`src/include/out_safe_pkg.sv`:
```
/*
 Shared constants for the output channel safe-state and diagnostic block.
 Assumes one 10 MHz clock and a classic Wishbone slave port.
*/
// Operation
// [RULE1] Comm fault: hold last or user value
// [RULE2] Fault user value bit: 0 Off, 1 On
// [RULE3] Program entry: hold last or user value
// [RULE4] Program user value bit: 0 Off, 1 On
// [RULE5] Fault hold time: forever, 1/2/5/10 s
// [RULE6] Hold time expiry drives final value bit
// [RULE7] Fault during program obeys program-to-fault enable
// [RULE8] Open-load detection only while enabled
// [RULE9] Open load sets channel open-load flag
// [RULE10] Short or overcurrent sets overcurrent flag
// [RULE11] Power loss, open load, short set fault
// [RULE12] Uncertain flag marks possibly inaccurate data
// [RULE13] Fault and uncertain clear by themselves
// [RULE14] Status bit shows present channel value
// [RULE15] Controller supplies commanded output bits
// [RULE16] Link-down status bit: 1 when not running
// [RULE17] Run-state status bit: 1 in run
// [RULE18] Link and run restored: resume commanded value
package out_safe_pkg;
    localparam int NUM_CH         = 8;
    localparam int ADR_W          = 8;
    localparam int CLK_PERIOD_NS  = 100;
    localparam int SEC_NS         = 1000000000;
    localparam int CYCLES_PER_SEC = SEC_NS / CLK_PERIOD_NS;
    localparam int SYNC_W         = 2 * NUM_CH + 3;
    localparam int IRQ_LINK_BIT   = NUM_CH;
    localparam int IRQ_RUN_BIT    = NUM_CH + 1;
    localparam int IRQ_W          = NUM_CH + 2;

    localparam logic [ADR_W-1:0] ADR_OUT_CMD   = 8'h00;
    localparam logic [ADR_W-1:0] ADR_FLT_SEL   = 8'h04;
    localparam logic [ADR_W-1:0] ADR_FLT_VAL   = 8'h08;
    localparam logic [ADR_W-1:0] ADR_PRG_SEL   = 8'h0c;
    localparam logic [ADR_W-1:0] ADR_PRG_VAL   = 8'h10;
    localparam logic [ADR_W-1:0] ADR_FINAL_VAL = 8'h14;
    localparam logic [ADR_W-1:0] ADR_PRG2FLT   = 8'h18;
    localparam logic [ADR_W-1:0] ADR_OL_EN     = 8'h1c;
    localparam logic [ADR_W-1:0] ADR_HOLD_LO   = 8'h20;
    localparam logic [ADR_W-1:0] ADR_HOLD_HI   = 8'h24;
    localparam logic [ADR_W-1:0] ADR_STATUS    = 8'h28;
    localparam logic [ADR_W-1:0] ADR_CH_DATA   = 8'h2c;
    localparam logic [ADR_W-1:0] ADR_OL_FLAG   = 8'h30;
    localparam logic [ADR_W-1:0] ADR_OC_FLAG   = 8'h34;
    localparam logic [ADR_W-1:0] ADR_FLT_FLAG  = 8'h38;
    localparam logic [ADR_W-1:0] ADR_UNC_FLAG  = 8'h3c;
    localparam logic [ADR_W-1:0] ADR_IRQ_STS   = 8'h40;
    localparam logic [ADR_W-1:0] ADR_IRQ_MASK  = 8'h44;

    localparam logic [NUM_CH-1:0]   CH_RESET   = 8'h00;
    localparam logic [8*NUM_CH-1:0] HOLD_RESET = 64'h0;
    localparam logic [IRQ_W-1:0]    IRQ_RESET  = 10'h000;
    localparam logic [31:0]         CNT_RESET  = 32'h0;

    localparam logic [7:0] HOLD_FOREVER = 8'h00;
    localparam logic [7:0] HOLD_1S      = 8'h01;
    localparam logic [7:0] HOLD_2S      = 8'h02;
    localparam logic [7:0] HOLD_5S      = 8'h05;
    localparam logic [7:0] HOLD_10S     = 8'h0a;

    typedef enum logic [1:0] {
        CH_PROG  = 2'b00,
        CH_RUN   = 2'b01,
        CH_FAULT = 2'b10,
        CH_FINAL = 2'b11
    } ch_state_t;
endpackage

```
`src/logic/output_channel_safe_state_diag.sv`:
```
/*
 Eight-channel sourcing output: safe states, diagnostics, Wishbone registers.
 Assumes pins are asynchronous levels and a classic Wishbone master on sys_clk.
*/
`timescale 1ns/1ns
module output_channel_safe_state_diag #(
    parameter int CYC_PER_SEC = out_safe_pkg::CYCLES_PER_SEC
) (
    input  wire logic                             sys_clk,
    input  wire logic                             sys_rst,
    input  wire logic                             wb_cyc_i,
    input  wire logic                             wb_stb_i,
    input  wire logic                             wb_we_i,
    input  wire logic [out_safe_pkg::ADR_W-1:0]   wb_adr_i,
    input  wire logic [3:0]                       wb_sel_i,
    input  wire logic [31:0]                      wb_dat_i,
    output logic      [31:0]                      wb_dat_o,
    output logic                                  wb_ack_o,
    input  wire logic                             link_running,
    input  wire logic                             run_request,
    input  wire logic [out_safe_pkg::NUM_CH-1:0]  open_load_sense,
    input  wire logic [out_safe_pkg::NUM_CH-1:0]  overcurrent_sense,
    input  wire logic                             field_power_ok,
    output logic      [out_safe_pkg::NUM_CH-1:0]  out_drive,
    output logic                                  irq
);
    import out_safe_pkg::*;

    typedef struct packed {
        logic [NUM_CH-1:0]   cmd;
        logic [NUM_CH-1:0]   flt_sel;
        logic [NUM_CH-1:0]   flt_val;
        logic [NUM_CH-1:0]   prg_sel;
        logic [NUM_CH-1:0]   prg_val;
        logic [NUM_CH-1:0]   fin_val;
        logic [NUM_CH-1:0]   prg2flt;
        logic [NUM_CH-1:0]   ol_en;
        logic [8*NUM_CH-1:0] hold;
        logic [NUM_CH-1:0]   ol_flag;
        logic [NUM_CH-1:0]   oc_flag;
        logic [NUM_CH-1:0]   flt_flag;
        logic [NUM_CH-1:0]   unc_flag;
        logic                link_down_flag;
        logic                run_state_flag;
        logic [IRQ_W-1:0]    ists;
        logic [IRQ_W-1:0]    imask;
        logic                ack;
        logic [31:0]         rdata;
        logic                irq;
    } top_state_t;

    top_state_t        r_reg;
    top_state_t        r_next;
    logic [SYNC_W-1:0] pin_sync;
    logic              link_s;
    logic              run_s;
    logic [NUM_CH-1:0] ol_s;
    logic [NUM_CH-1:0] oc_s;
    logic              pwr_s;
    logic              pwr_lost_s;
    logic [NUM_CH-1:0] drive;
    logic [NUM_CH-1:0] subst;
    logic              req;
    logic              wr;
    logic [IRQ_W-1:0]  events;
    logic [IRQ_W-1:0]  w1c;

    ////////////////////////////////////////////////////////////////////////
    // Pin synchronisers
    bit_sync #(
        .WIDTH (SYNC_W)
    ) u_pin_sync (
        .sys_clk (sys_clk),
        .sys_rst (sys_rst),
        .d       ({link_running, run_request, open_load_sense, overcurrent_sense, !field_power_ok}),
        .q       (pin_sync)
    );
    // Power sense inverted so the sync reset reads as powered, no false fault event
    assign {link_s, run_s, ol_s, oc_s, pwr_lost_s} = pin_sync;
    assign pwr_s = !pwr_lost_s;

    ////////////////////////////////////////////////////////////////////////
    // Channels
    genvar gi;
    generate
        for (gi = 0; gi < NUM_CH; gi++) begin : g_ch
            channel_safe_state #(
                .CYC_PER_SEC (CYC_PER_SEC)
            ) u_ch (
                .sys_clk       (sys_clk),
                .sys_rst       (sys_rst),
                .link_down     (r_reg.link_down_flag),
                .run_mode      (r_reg.run_state_flag),
                .cmd_value     (r_reg.cmd[gi]),
                .fault_sel     (r_reg.flt_sel[gi]),
                .fault_value   (r_reg.flt_val[gi]),
                .prog_sel      (r_reg.prg_sel[gi]),
                .prog_value    (r_reg.prg_val[gi]),
                .final_value   (r_reg.fin_val[gi]),
                .prog_to_fault (r_reg.prg2flt[gi]),
                .hold_code     (r_reg.hold[8*gi +: 8]),
                .drive_out     (drive[gi]),
                .substituted   (subst[gi])
            );
        end
    endgenerate

    ////////////////////////////////////////////////////////////////////////
    // Byte-lane merge for wide registers
    function automatic logic [31:0] lane_merge(input logic [31:0] old_v,
                                               input logic [31:0] new_v,
                                               input logic [3:0]  sel);
        logic [31:0] res;
        res = old_v;
        for (int b = 0; b < 4; b++) begin
            if (sel[b]) begin
                res[8*b +: 8] = new_v[8*b +: 8];
            end
        end
        return res;
    endfunction

    assign req = wb_cyc_i && wb_stb_i && !r_reg.ack;
    assign wr  = req && wb_we_i;
    assign w1c = (wr && wb_adr_i == ADR_IRQ_STS) ? IRQ_W'(lane_merge(32'h0, wb_dat_i, wb_sel_i)) : '0;

    always_comb begin
        r_next = r_reg;

        // Diagnostics follow their causes; no latching so they clear alone
        r_next.ol_flag        = ol_s & r_reg.ol_en; // [RULE8] [RULE9] [RULE13]
        r_next.oc_flag        = oc_s; // [RULE10]
        r_next.flt_flag       = {NUM_CH{!pwr_s}} | r_next.ol_flag | r_next.oc_flag; // [RULE11] [RULE13]
        r_next.unc_flag       = subst; // [RULE12] [RULE13]
        r_next.link_down_flag = !link_s; // [RULE16]
        r_next.run_state_flag = run_s; // [RULE17]

        events = {r_next.run_state_flag ^ r_reg.run_state_flag,
                  r_next.link_down_flag & ~r_reg.link_down_flag,
                  r_next.flt_flag & ~r_reg.flt_flag};
        // A new event wins over a same-cycle clear
        r_next.ists = (r_reg.ists & ~w1c) | events;

        if (wr && wb_sel_i[0]) begin
            unique case (wb_adr_i)
                ADR_OUT_CMD:   r_next.cmd     = wb_dat_i[NUM_CH-1:0]; // [RULE15]
                ADR_FLT_SEL:   r_next.flt_sel = wb_dat_i[NUM_CH-1:0];
                ADR_FLT_VAL:   r_next.flt_val = wb_dat_i[NUM_CH-1:0];
                ADR_PRG_SEL:   r_next.prg_sel = wb_dat_i[NUM_CH-1:0];
                ADR_PRG_VAL:   r_next.prg_val = wb_dat_i[NUM_CH-1:0];
                ADR_FINAL_VAL: r_next.fin_val = wb_dat_i[NUM_CH-1:0];
                ADR_PRG2FLT:   r_next.prg2flt = wb_dat_i[NUM_CH-1:0];
                ADR_OL_EN:     r_next.ol_en   = wb_dat_i[NUM_CH-1:0];
                default: ;
            endcase
        end
        if (wr && wb_adr_i == ADR_HOLD_LO) begin
            r_next.hold[31:0] = lane_merge(r_reg.hold[31:0], wb_dat_i, wb_sel_i);
        end
        if (wr && wb_adr_i == ADR_HOLD_HI) begin
            r_next.hold[63:32] = lane_merge(r_reg.hold[63:32], wb_dat_i, wb_sel_i);
        end
        if (wr && wb_adr_i == ADR_IRQ_MASK) begin
            r_next.imask = IRQ_W'(lane_merge(32'(r_reg.imask), wb_dat_i, wb_sel_i));
        end

        r_next.ack   = req;
        r_next.rdata = 32'h0;
        if (req && !wb_we_i) begin
            unique case (wb_adr_i)
                ADR_OUT_CMD:   r_next.rdata = 32'(r_reg.cmd);
                ADR_FLT_SEL:   r_next.rdata = 32'(r_reg.flt_sel);
                ADR_FLT_VAL:   r_next.rdata = 32'(r_reg.flt_val);
                ADR_PRG_SEL:   r_next.rdata = 32'(r_reg.prg_sel);
                ADR_PRG_VAL:   r_next.rdata = 32'(r_reg.prg_val);
                ADR_FINAL_VAL: r_next.rdata = 32'(r_reg.fin_val);
                ADR_PRG2FLT:   r_next.rdata = 32'(r_reg.prg2flt);
                ADR_OL_EN:     r_next.rdata = 32'(r_reg.ol_en);
                ADR_HOLD_LO:   r_next.rdata = r_reg.hold[31:0];
                ADR_HOLD_HI:   r_next.rdata = r_reg.hold[63:32];
                ADR_STATUS:    r_next.rdata = {30'h0, r_reg.run_state_flag, r_reg.link_down_flag}; // [RULE16] [RULE17]
                ADR_CH_DATA:   r_next.rdata = 32'(drive); // [RULE14]
                ADR_OL_FLAG:   r_next.rdata = 32'(r_reg.ol_flag);
                ADR_OC_FLAG:   r_next.rdata = 32'(r_reg.oc_flag);
                ADR_FLT_FLAG:  r_next.rdata = 32'(r_reg.flt_flag);
                ADR_UNC_FLAG:  r_next.rdata = 32'(r_reg.unc_flag);
                ADR_IRQ_STS:   r_next.rdata = 32'(r_reg.ists);
                ADR_IRQ_MASK:  r_next.rdata = 32'(r_reg.imask);
                default:       r_next.rdata = 32'h0;
            endcase
        end
        r_next.irq = |(r_next.ists & r_next.imask);
    end

    always_ff @(posedge sys_clk) begin
        if (sys_rst) begin
            r_reg                <= '0;
            r_reg.cmd            <= CH_RESET;
            r_reg.hold           <= HOLD_RESET;
            r_reg.ists           <= IRQ_RESET;
            r_reg.imask          <= IRQ_RESET;
            r_reg.link_down_flag <= 1'b1;
        end else begin
            r_reg <= r_next;
        end
    end

    assign out_drive = drive;
    assign wb_ack_o  = r_reg.ack;
    assign wb_dat_o  = r_reg.rdata;
    assign irq       = r_reg.irq;
endmodule // output_channel_safe_state_diag

```
`src/logic/bit_sync.sv`:
```
/*
 Two-flop synchroniser for a vector of independent level pins.
 Assumes each bit is a slow level; no bus coherence is kept across bits.
*/
`timescale 1ns/1ns
module bit_sync #(
    parameter int WIDTH = 1
) (
    input  wire logic             sys_clk,
    input  wire logic             sys_rst,
    input  wire logic [WIDTH-1:0] d,
    output logic      [WIDTH-1:0] q
);
    typedef struct packed {
        logic [WIDTH-1:0] s1;
        logic [WIDTH-1:0] s2;
    } sync_state_t;

    sync_state_t r_reg;
    sync_state_t r_next;

    always_comb begin
        r_next.s1 = d;
        r_next.s2 = r_reg.s1;
    end

    always_ff @(posedge sys_clk) begin
        if (sys_rst) begin
            r_reg <= '0;
        end else begin
            r_reg <= r_next;
        end
    end

    assign q = r_reg.s2;
endmodule // bit_sync

```
`src/logic/channel_safe_state.sv`:
```
/*
 One output channel: run, program, fault and final-state sequencing.
 Assumes link_down and run_mode are already synchronised to sys_clk.
*/
`timescale 1ns/1ns
module channel_safe_state
    import out_safe_pkg::*;
#(
    parameter int CYC_PER_SEC = out_safe_pkg::CYCLES_PER_SEC
) (
    input  wire logic       sys_clk,
    input  wire logic       sys_rst,
    input  wire logic       link_down,
    input  wire logic       run_mode,
    input  wire logic       cmd_value,
    input  wire logic       fault_sel,
    input  wire logic       fault_value,
    input  wire logic       prog_sel,
    input  wire logic       prog_value,
    input  wire logic       final_value,
    input  wire logic       prog_to_fault,
    input  wire logic [7:0] hold_code,
    output logic            drive_out,
    output logic            substituted
);
    import out_safe_pkg::*;

    typedef struct packed {
        ch_state_t   st;
        logic        out;
        logic [31:0] cnt;
    } ch_reg_t;

    ch_reg_t     r_reg;
    ch_reg_t     r_next;
    logic [3:0]  secs;
    logic [31:0] limit;

    ////////////////////////////////////////////////////////////////////////
    // Unlisted codes fall back to hold forever, the safe choice
    always_comb begin
        unique case (hold_code)
            HOLD_1S:  secs = 4'd1;
            HOLD_2S:  secs = 4'd2;
            HOLD_5S:  secs = 4'd5;
            HOLD_10S: secs = 4'd10;
            default:  secs = 4'd0;
        endcase
    end
    assign limit = 32'(secs) * 32'(CYC_PER_SEC); // [RULE5]

    always_comb begin
        r_next = r_reg;
        unique case (r_reg.st)
            CH_PROG: begin
                if (link_down && prog_to_fault) begin // [RULE7]
                    r_next.st = CH_FAULT;
                end else if (!link_down && run_mode) begin // [RULE18]
                    r_next.st = CH_RUN;
                end
            end
            CH_RUN: begin
                if (link_down) begin
                    r_next.st = CH_FAULT;
                end else if (!run_mode) begin
                    r_next.st = CH_PROG;
                end
            end
            CH_FAULT, CH_FINAL: begin
                if (!link_down) begin
                    r_next.st = run_mode ? CH_RUN : CH_PROG; // [RULE18]
                end else if (r_reg.st == CH_FAULT && limit != CNT_RESET && r_reg.cnt == limit - 32'd1) begin
                    r_next.st = CH_FINAL; // [RULE6]
                end
            end
        endcase
        // Counter only runs while a finite hold is pending
        if (r_next.st == CH_FAULT && r_reg.st == CH_FAULT && limit != CNT_RESET) begin
            r_next.cnt = r_reg.cnt + 32'd1; // [RULE5]
        end else begin
            r_next.cnt = CNT_RESET;
        end
        unique case (r_next.st)
            CH_RUN:   r_next.out = cmd_value; // [RULE18]
            CH_PROG:  r_next.out = prog_sel ? prog_value : r_reg.out; // [RULE3] [RULE4]
            CH_FAULT: r_next.out = fault_sel ? fault_value : r_reg.out; // [RULE1] [RULE2]
            CH_FINAL: r_next.out = final_value; // [RULE6]
        endcase
    end

    always_ff @(posedge sys_clk) begin
        if (sys_rst) begin
            r_reg <= '{st: CH_PROG, out: 1'b0, cnt: CNT_RESET};
        end else begin
            r_reg <= r_next;
        end
    end

    assign drive_out   = r_reg.out;
    assign substituted = (r_reg.st != CH_RUN);
endmodule // channel_safe_state

```
`config.mk`:
```
export PLATFORM = sky130hd
export DESIGN_NAME = output_channel_safe_state_diag
export DESIGN_NICKNAME = d
export VERILOG_FILES = /design/src/include/out_safe_pkg.sv /design/src/logic/output_channel_safe_state_diag.sv /design/src/logic/bit_sync.sv /design/src/logic/channel_safe_state.sv
export SDC_FILE = /design/constraint.sdc
export NUM_CORES = 1
export LEC_CHECK = 0
export BUFFER_PORTS_ARGS = -buffer_cell sky130_fd_sc_hd__buf_2
export CORE_AREA = 4 4 328 233
export DETAILED_ROUTE_END_ITERATION = 16
export DIE_AREA = 0 0 332 237
export MAX_ROUTING_LAYER = met4
export PLACE_DENSITY = 0.71
export SETUP_SLACK_MARGIN = 0.5
export SYNTH_ARGS = -nofsm -noshare
export SYNTH_HDL_FRONTEND = slang
export SYNTH_SLANG_ARGS = --single-unit
export TNS_END_PERCENT = 20
```
`constraint.sdc`:
```
create_clock -name sys_clk -period 6.5 [get_ports sys_clk]
set_input_delay 1.3 -clock sys_clk [delete_from_list [all_inputs] [get_ports sys_clk]]
set_output_delay 1.3 -clock sys_clk [all_outputs]
set_load 0.01 [all_outputs]
```
==> results.yml, run 1 <==
finish:
  drive_gt1_share_pct: 13.6
  largest_reg_flops: 272
  final_util_pct: 57.1
  seqCellArea_sq_um: 10700
  nets: 4965
  area_growth_pct: 14.7
  final_cell_area_sq_um: 41700
  fillers: 6623
  multi_input_area_sq_um: 25400
critical_path:
  r2r_cells: 25
  startpoint: "r_reg[142]"
  required_ps: 7070
  crit_path_end_kind: "flip-flop"
  r2r_slack_ps: 440
  crit_fanout: 15
  crit_type: "flip-flop to flip-flop"
  rr_startpoint: "r_reg[142]"
  start_kind: "flip-flop"
  arrival_ps: 6630
  r2r-end: "g_ch[6].u_ch.r_reg[9]"
clock_network:
  cts.path.max_buffers: 3
  ctsHoldBuffers: 0
  clock_latency_ps: 650
  path_clk_slew_ps: 60
  clock-root-buffer: "clkbuf_16"
  numCtsBuffers: 53
  cts_tree: "built"
  h-tree-depth: 2
  cts_sinks: 534
sta:
  fin_crit_ps: 6060
  setup_tns_ps: 0
  fmax_ghz: 0.165
  finalCritPeriodShare_pct: 93.3
  slew_viol_final: 0
  fin_ws_ps: 435
  setup_violations: 0
  fin_worst_skew_ps: 30.6
  tightest_slew_ps: 1060
  relSlewSlack_pct: 28.4
  rsz0062_at_grt: "true"
  hold_violations: 0
status:
  status: "completed"
global_routing:
  gr-total-overflow: 0
  grt_first_pass_wirelength_mm: 167
  antenna_found_initial: 7
  grt_max_degree: 116
  grt_usage_pct: 26.1
  grt_pass1_vias: 30560
synth:
  netlist.area_leader.share_pct: 29.4
  synthDistinctLibCells: 100
  syn-cell-area_sq_um: 36400
  yosys_warnings: 0
  synthCells: 4546
  synth-edff-count: 0
  synth_seq_cells: 534
  async_reset_ff_share_pct: 0
  yosysSeqAreaShare_pct: 29.4
  syn_avg_cell_area_sq_um: 8.00
  synth_top_cell_by_area: "dfxtp_1"
  synthesis.nets: 4838
  ys.flop_type: "dfxtp_1"
  yosys-top-cells-area: "dfxtp_1 29%, ha_1 7.2%, xnor2_1 6.3%"
power_and_ir_drop:
  ir_drop_mv: 0.204
  power.density_nw_per_um2: 161
  power_leakage_nw: 16.8
  total_power_w: 0.00670
floorplan:
  floorplan.io_pins: 110
  die_w_um: 332
  core_region_area_sq_um: 73100
  die-area_sq_um: 78700
  start_util_pct: 49.7
  die_h_um: 237
  placementRows: 83
route:
  drc: 0
  wl_mm: 106
  drt_first_pass_iters: 6
  drtIter0Drc: 3680
  wire_per_inst_um: 18.6
  vias: 34175
  via_per_inst: 6.00
  ant_nets: 0
placement:
  placed_cell_area_sq_um: 38600
  dpl.hpwl_mm: 78.1
  port_buffers: 109
  dp_slack_ps: 3.63
  gp_congestion: 0.968
run:
  drv_cap: 0
worst_hold_path:
  holdCritStartpoint: "u_pin_sync.q[18]"
  hp-class: "flip-flop to flip-flop"
  hold_path_depth: 1
  holdPathEnd: "r_reg[55]"
## logic make-up after synthesis
| kind of cell | synth area share, % |
|---|---|
| AOI/OAI and AO/OA | 16.6 |
| xor gates and xnor gates | 12.6 |
| adders and majority gates | 8.04 |
| buffers and inverters | 4.17 |
| DFF | 29.4 |
| muxes | 2.37 |
| and+or+nand+nor | 26.9 |
## area by class of cell
cell class	count	share of cell area, %
multi-input cells	3662	60.8
flip-flops and latches	534	25.7
repair buffers	299	5.10
clock buffers	76	3.58
well taps	977	2.93
inverters	123	1.13
clock inverters	24	0.819
diodes	4	0.0240
## power by group
part | switching (W) | internal [W] | total, W
Clock | 0.00140 | 0.00186 | 0.00326
Combinational | 0.0000885 | 0.0000401 | 0.000129
Sequential | 0.0000191 | 0.00329 | 0.00331
## placed cells by master (no fill, tap or decap), types with 23 or more instances in the layout
master,instances
a211oi_1,36
a21o_1,39
a21oi_1,226
a22oi_1,82
a31oi_1,58
and2_1,33
and3_1,106
buf_2,108
buf_4,177
clkbuf_16,54
dfxtp_1,525
ha_1,188
inv_1,118
mux2i_1,74
nand2_1,391
nand2b_1,37
nand3_1,285
nand4_1,90
nor2_1,578
nor2b_1,71
nor3_1,81
nor4_1,34
o211ai_1,37
o21ai_0,83
o31ai_1,30
or2_2,27
or3_1,23
xnor2_1,259
xor2_1,235
## worst max-delay path by stage
stage | end | slack (ps) | cells after the start
6_report | g_ch[6].u_ch.r_reg[9] | 440 | 25
4_1_cts | g_ch[5].u_ch.r_reg[5] | 420 | 25
5_1_grt | g_ch[6].u_ch.r_reg[9] | 200 | 25
3_5_place_dp | g_ch[1].u_ch.r_reg[30] | 4 | 24
2_1_floorplan | g_ch[6].u_ch.r_reg[24] | 300 | 26
3_3_place_gp | g_ch[1].u_ch.r_reg[29] | 100 | 24
## layer usage
metal	routed length, um	global-route usage (%)	vias to the layer above
met5	0	-	-
met4	2260	5.96	0
met3	10300	5.25	162
met2	42400	35.3	1398
met1	51300	39.4	16066
li1	-	-	16549
## Yosys cell counts, types with 90 or more instances
cell type / instances
xnor2_1: 262
nand3_1: 290
nor3_1: 95
ha_1: 208
a21oi_1: 232
dfxtp_1: 534
nand4_1: 90
xor2_1: 238
inv_1: 122
nor2_1: 586
nand2_1: 397
and3_1: 107
clkbuf_1: 141
## stage by stage
stage                     hold slack (ps)  cells
after floorplan                       370   4546
after global placement                405   5545
after detailed placement              409   5545
after CTS                             424   5665
after global routing                  425   5698
final                                 421   5699
## repair_timing
action                                  4_1_cts  5_1_grt
hold endpoints to repair                      0        0
endpoints found under the setup margin      253      254
pin swaps                                    20       59
cloned                                        1        1
setup buffers                                19       29
resized for setup                            71      119
## worst max-delay path: stages (launching register included)
cell,delay (ps)
dfxtp_2,350
or4_4,570
nor2_4,170
inv_6,60
ha_4,170
and2_4,150
or4_4,450
inv_6,110
ha_4,210
ha_4,220
ha_4,160
fa_2,380
xor2_2,170
or3_4,380
a221o_1,360
nor4b_4,350
o211ai_1,160
buf_4,190
or2_2,310
nor2_1,90
o31ai_1,70
o21a_1,210
a211o_1,290
buf_4,150
buf_12,140
nor2_1,110
(Power assumes the default switching activity.)
==> run 2, diff against run 1 <==
RECOVER_POWER = 100   (was default)
==> results.yml, run 2 (synthesis results as in run 1) <==
status:
  status: "complete, but fails checks"
  violations: "max-capacitance violations, max-slew violations"
finish:
  final_common_cell: "nor2_1"
  final_cell_mix: "580 x nor2_1, 525 x dfxtp_1, 391 x nand2_1, 286 x nand3_1, 259 x xnor2_1"
  largest_reg_flops: 272
  drive_gt1_share_pct: 12.2
  fillers: 6668
  area_growth_pct: 14.2
  final_util_pct: 56.8
  nets: 4965
  seqCellArea_sq_um: 10700
  multi_input_area_sq_um: 25300
run:
  drv_cap: 6
sta:
  fin_ws_ps: 280
  fin_crit_ps: 6220
  slew_viol_final: 286
  rsz0062_at_grt: "true"
  finalCritPeriodShare_pct: 95.7
  relSlewSlack_pct: -175
  setup_violations: 0
  fin_worst_skew_ps: 34.1
  fmax_ghz: 0.161
  tightest_slew_ps: 4130
  hold_violations: 0
  setup_tns_ps: 0
route:
  drc: 0
  wire_per_inst_um: 18.6
  vias: 34123
  wl_mm: 106
  via_per_inst: 5.99
  ant_nets: 0
  drtIter0Drc: 3553
  drt_first_pass_iters: 7
critical_path:
  arrival_ps: 6720
  critical_path_buf_inv_count: 1
  slowest_stage: "nor4_1"
  required_ps: 7000
  crit_path_end_kind: "flip-flop"
  r2r_slack_ps: 280
  crit_fanout: 5
  worstPathCellList: "or4_4 -> nor2_4 -> nand2_2 -> ha_4 -> nor4b_4 -> ha_1 -> ha_1 -> ha_2 -> fa_2 -> a21o_1 -> a211oi_2 -> xnor2_2 -> nor4_1 -> and3_2 -> and4_1 -> nor2_1 -> nor4_1 -> nor4b_2 -> buf_4 -> mux2i_1 -> a21oi_1"
  crit_type: "flip-flop to flip-flop"
  path_delay_family: "simple AND/OR/NAND/NOR gates"
  start_kind: "flip-flop"
  slowest_delay_ps: 710
clock_network:
  cts.path.max_buffers: 3
  numCtsBuffers: 53
  clock-root-buffer: "clkbuf_16"
  clock_latency_ps: 660
  ctsHoldBuffers: 0
  path_clk_slew_ps: 70
  h-tree-depth: 2
  cts_sinks: 534
  cts_tree: "built"
power_and_ir_drop:
  ir_drop_mv: 0.205
  power.density_nw_per_um2: 161
  power_leakage_nw: 16.6
placement:
  port_buffers: 109
  gp_congestion: 0.968
  dp_slack_ps: 3.63
  dpl.hpwl_mm: 78.1
floorplan:
  floorplan.io_pins: 110
  core_region_area_sq_um: 73100
  start_util_pct: 49.7
  placementRows: 83
  die_h_um: 237
  die-area_sq_um: 78700
  die_w_um: 332
global_routing:
  gr-total-overflow: 0
  grt_max_degree: 116
  grt_pass1_vias: 30560
  grt_usage_pct: 26.1
  antenna_found_initial: 7
  grt_first_pass_wirelength_mm: 167
worst_hold_path:
  hp-class: "flip-flop to flip-flop"
-- run 2: layout make-up --
type                       instances  area share (%)
clock inverter                    24           0.822
clock buffer                      76            3.59
sequential                       534            25.8
timing repair buffer             299            4.91
multi-input combinational       3662            60.8
tap                              977            2.94
antenna                            6          0.0361
inverter                         123            1.14
-- run 2: path summary, 6_finish.rpt --
check                   startpoint                      to  depth (start not counted)
setup / recovery        r_reg[126]  g_ch[4].u_ch.drive_out                         21
hold / removal    u_pin_sync.q[18]               r_reg[55]                          1
setup reg to reg        r_reg[126]  g_ch[4].u_ch.drive_out                         21
hold reg to reg   u_pin_sync.q[18]               r_reg[55]                          1
-- run 2: metal layers --
metal / vias to the layer above / share of wire (%) / global-route usage [%]
met1: 15995 / 48 / 39.4
met4: 0 / 2.1 / 5.96
li1: 16563 / - / -
met2: 1403 / 40 / 35.3
met5: - / 0 / -
met3: 162 / 10 / 5.25
-- run 2: per-stage QoR --
| stage | std cells | instance area [sq um] | total power [W] | hold WS [ps] |
|---|---|---|---|---|
| 2_1_floorplan | 4546 | 36700 | 0.00344 | 370 |
| 3_3_place_gp | 5545 | 38600 | 0.00351 | 405 |
| 3_5_place_dp | 5545 | 38600 | 0.00351 | 409 |
| 4_1_cts | 5665 | 40900 | 0.00675 | 424 |
| 5_1_grt | 5698 | 41500 | 0.00689 | 425 |
| 6_report | 5701 | 41500 | 0.00671 | 418 |
-- run 2: what timing repair did --
item                       4_1_cts  5_1_grt
gates cloned                     1        1
gates resized for setup         71      119
setup endpoints to repair      253      254
setup buffers                   19       29
pin swaps                       20       59
-- run 2: where the power goes --
| part | leakage (nW) | switching (W) | internal, W |
|---|---|---|---|
| logic | 11.4 | 0.0000879 | 0.0000397 |
| clock network | 0.893 | 0.00140 | 0.00186 |
| registers | 4.32 | 0.0000192 | 0.00329 |
| total | 16.6 | 0.00151 | 0.00519 |
-- run 2: worst reg2reg max path, stage by stage, from the launching register on --
cell and delay, ps:
dfxtp_1 440, or4_4 500, nor2_4 120, nand2_2 80, ha_4 190, nor4b_4 290, ha_1 310, ha_1 300
ha_2 210, fa_2 420, a21o_1 240, a211oi_2 320, xnor2_2 190, nor4_1 710, and3_2 370, and4_1 270
nor2_1 70, nor4_1 320, nor4b_2 280, buf_4 190, mux2i_1 190, a21oi_1 80
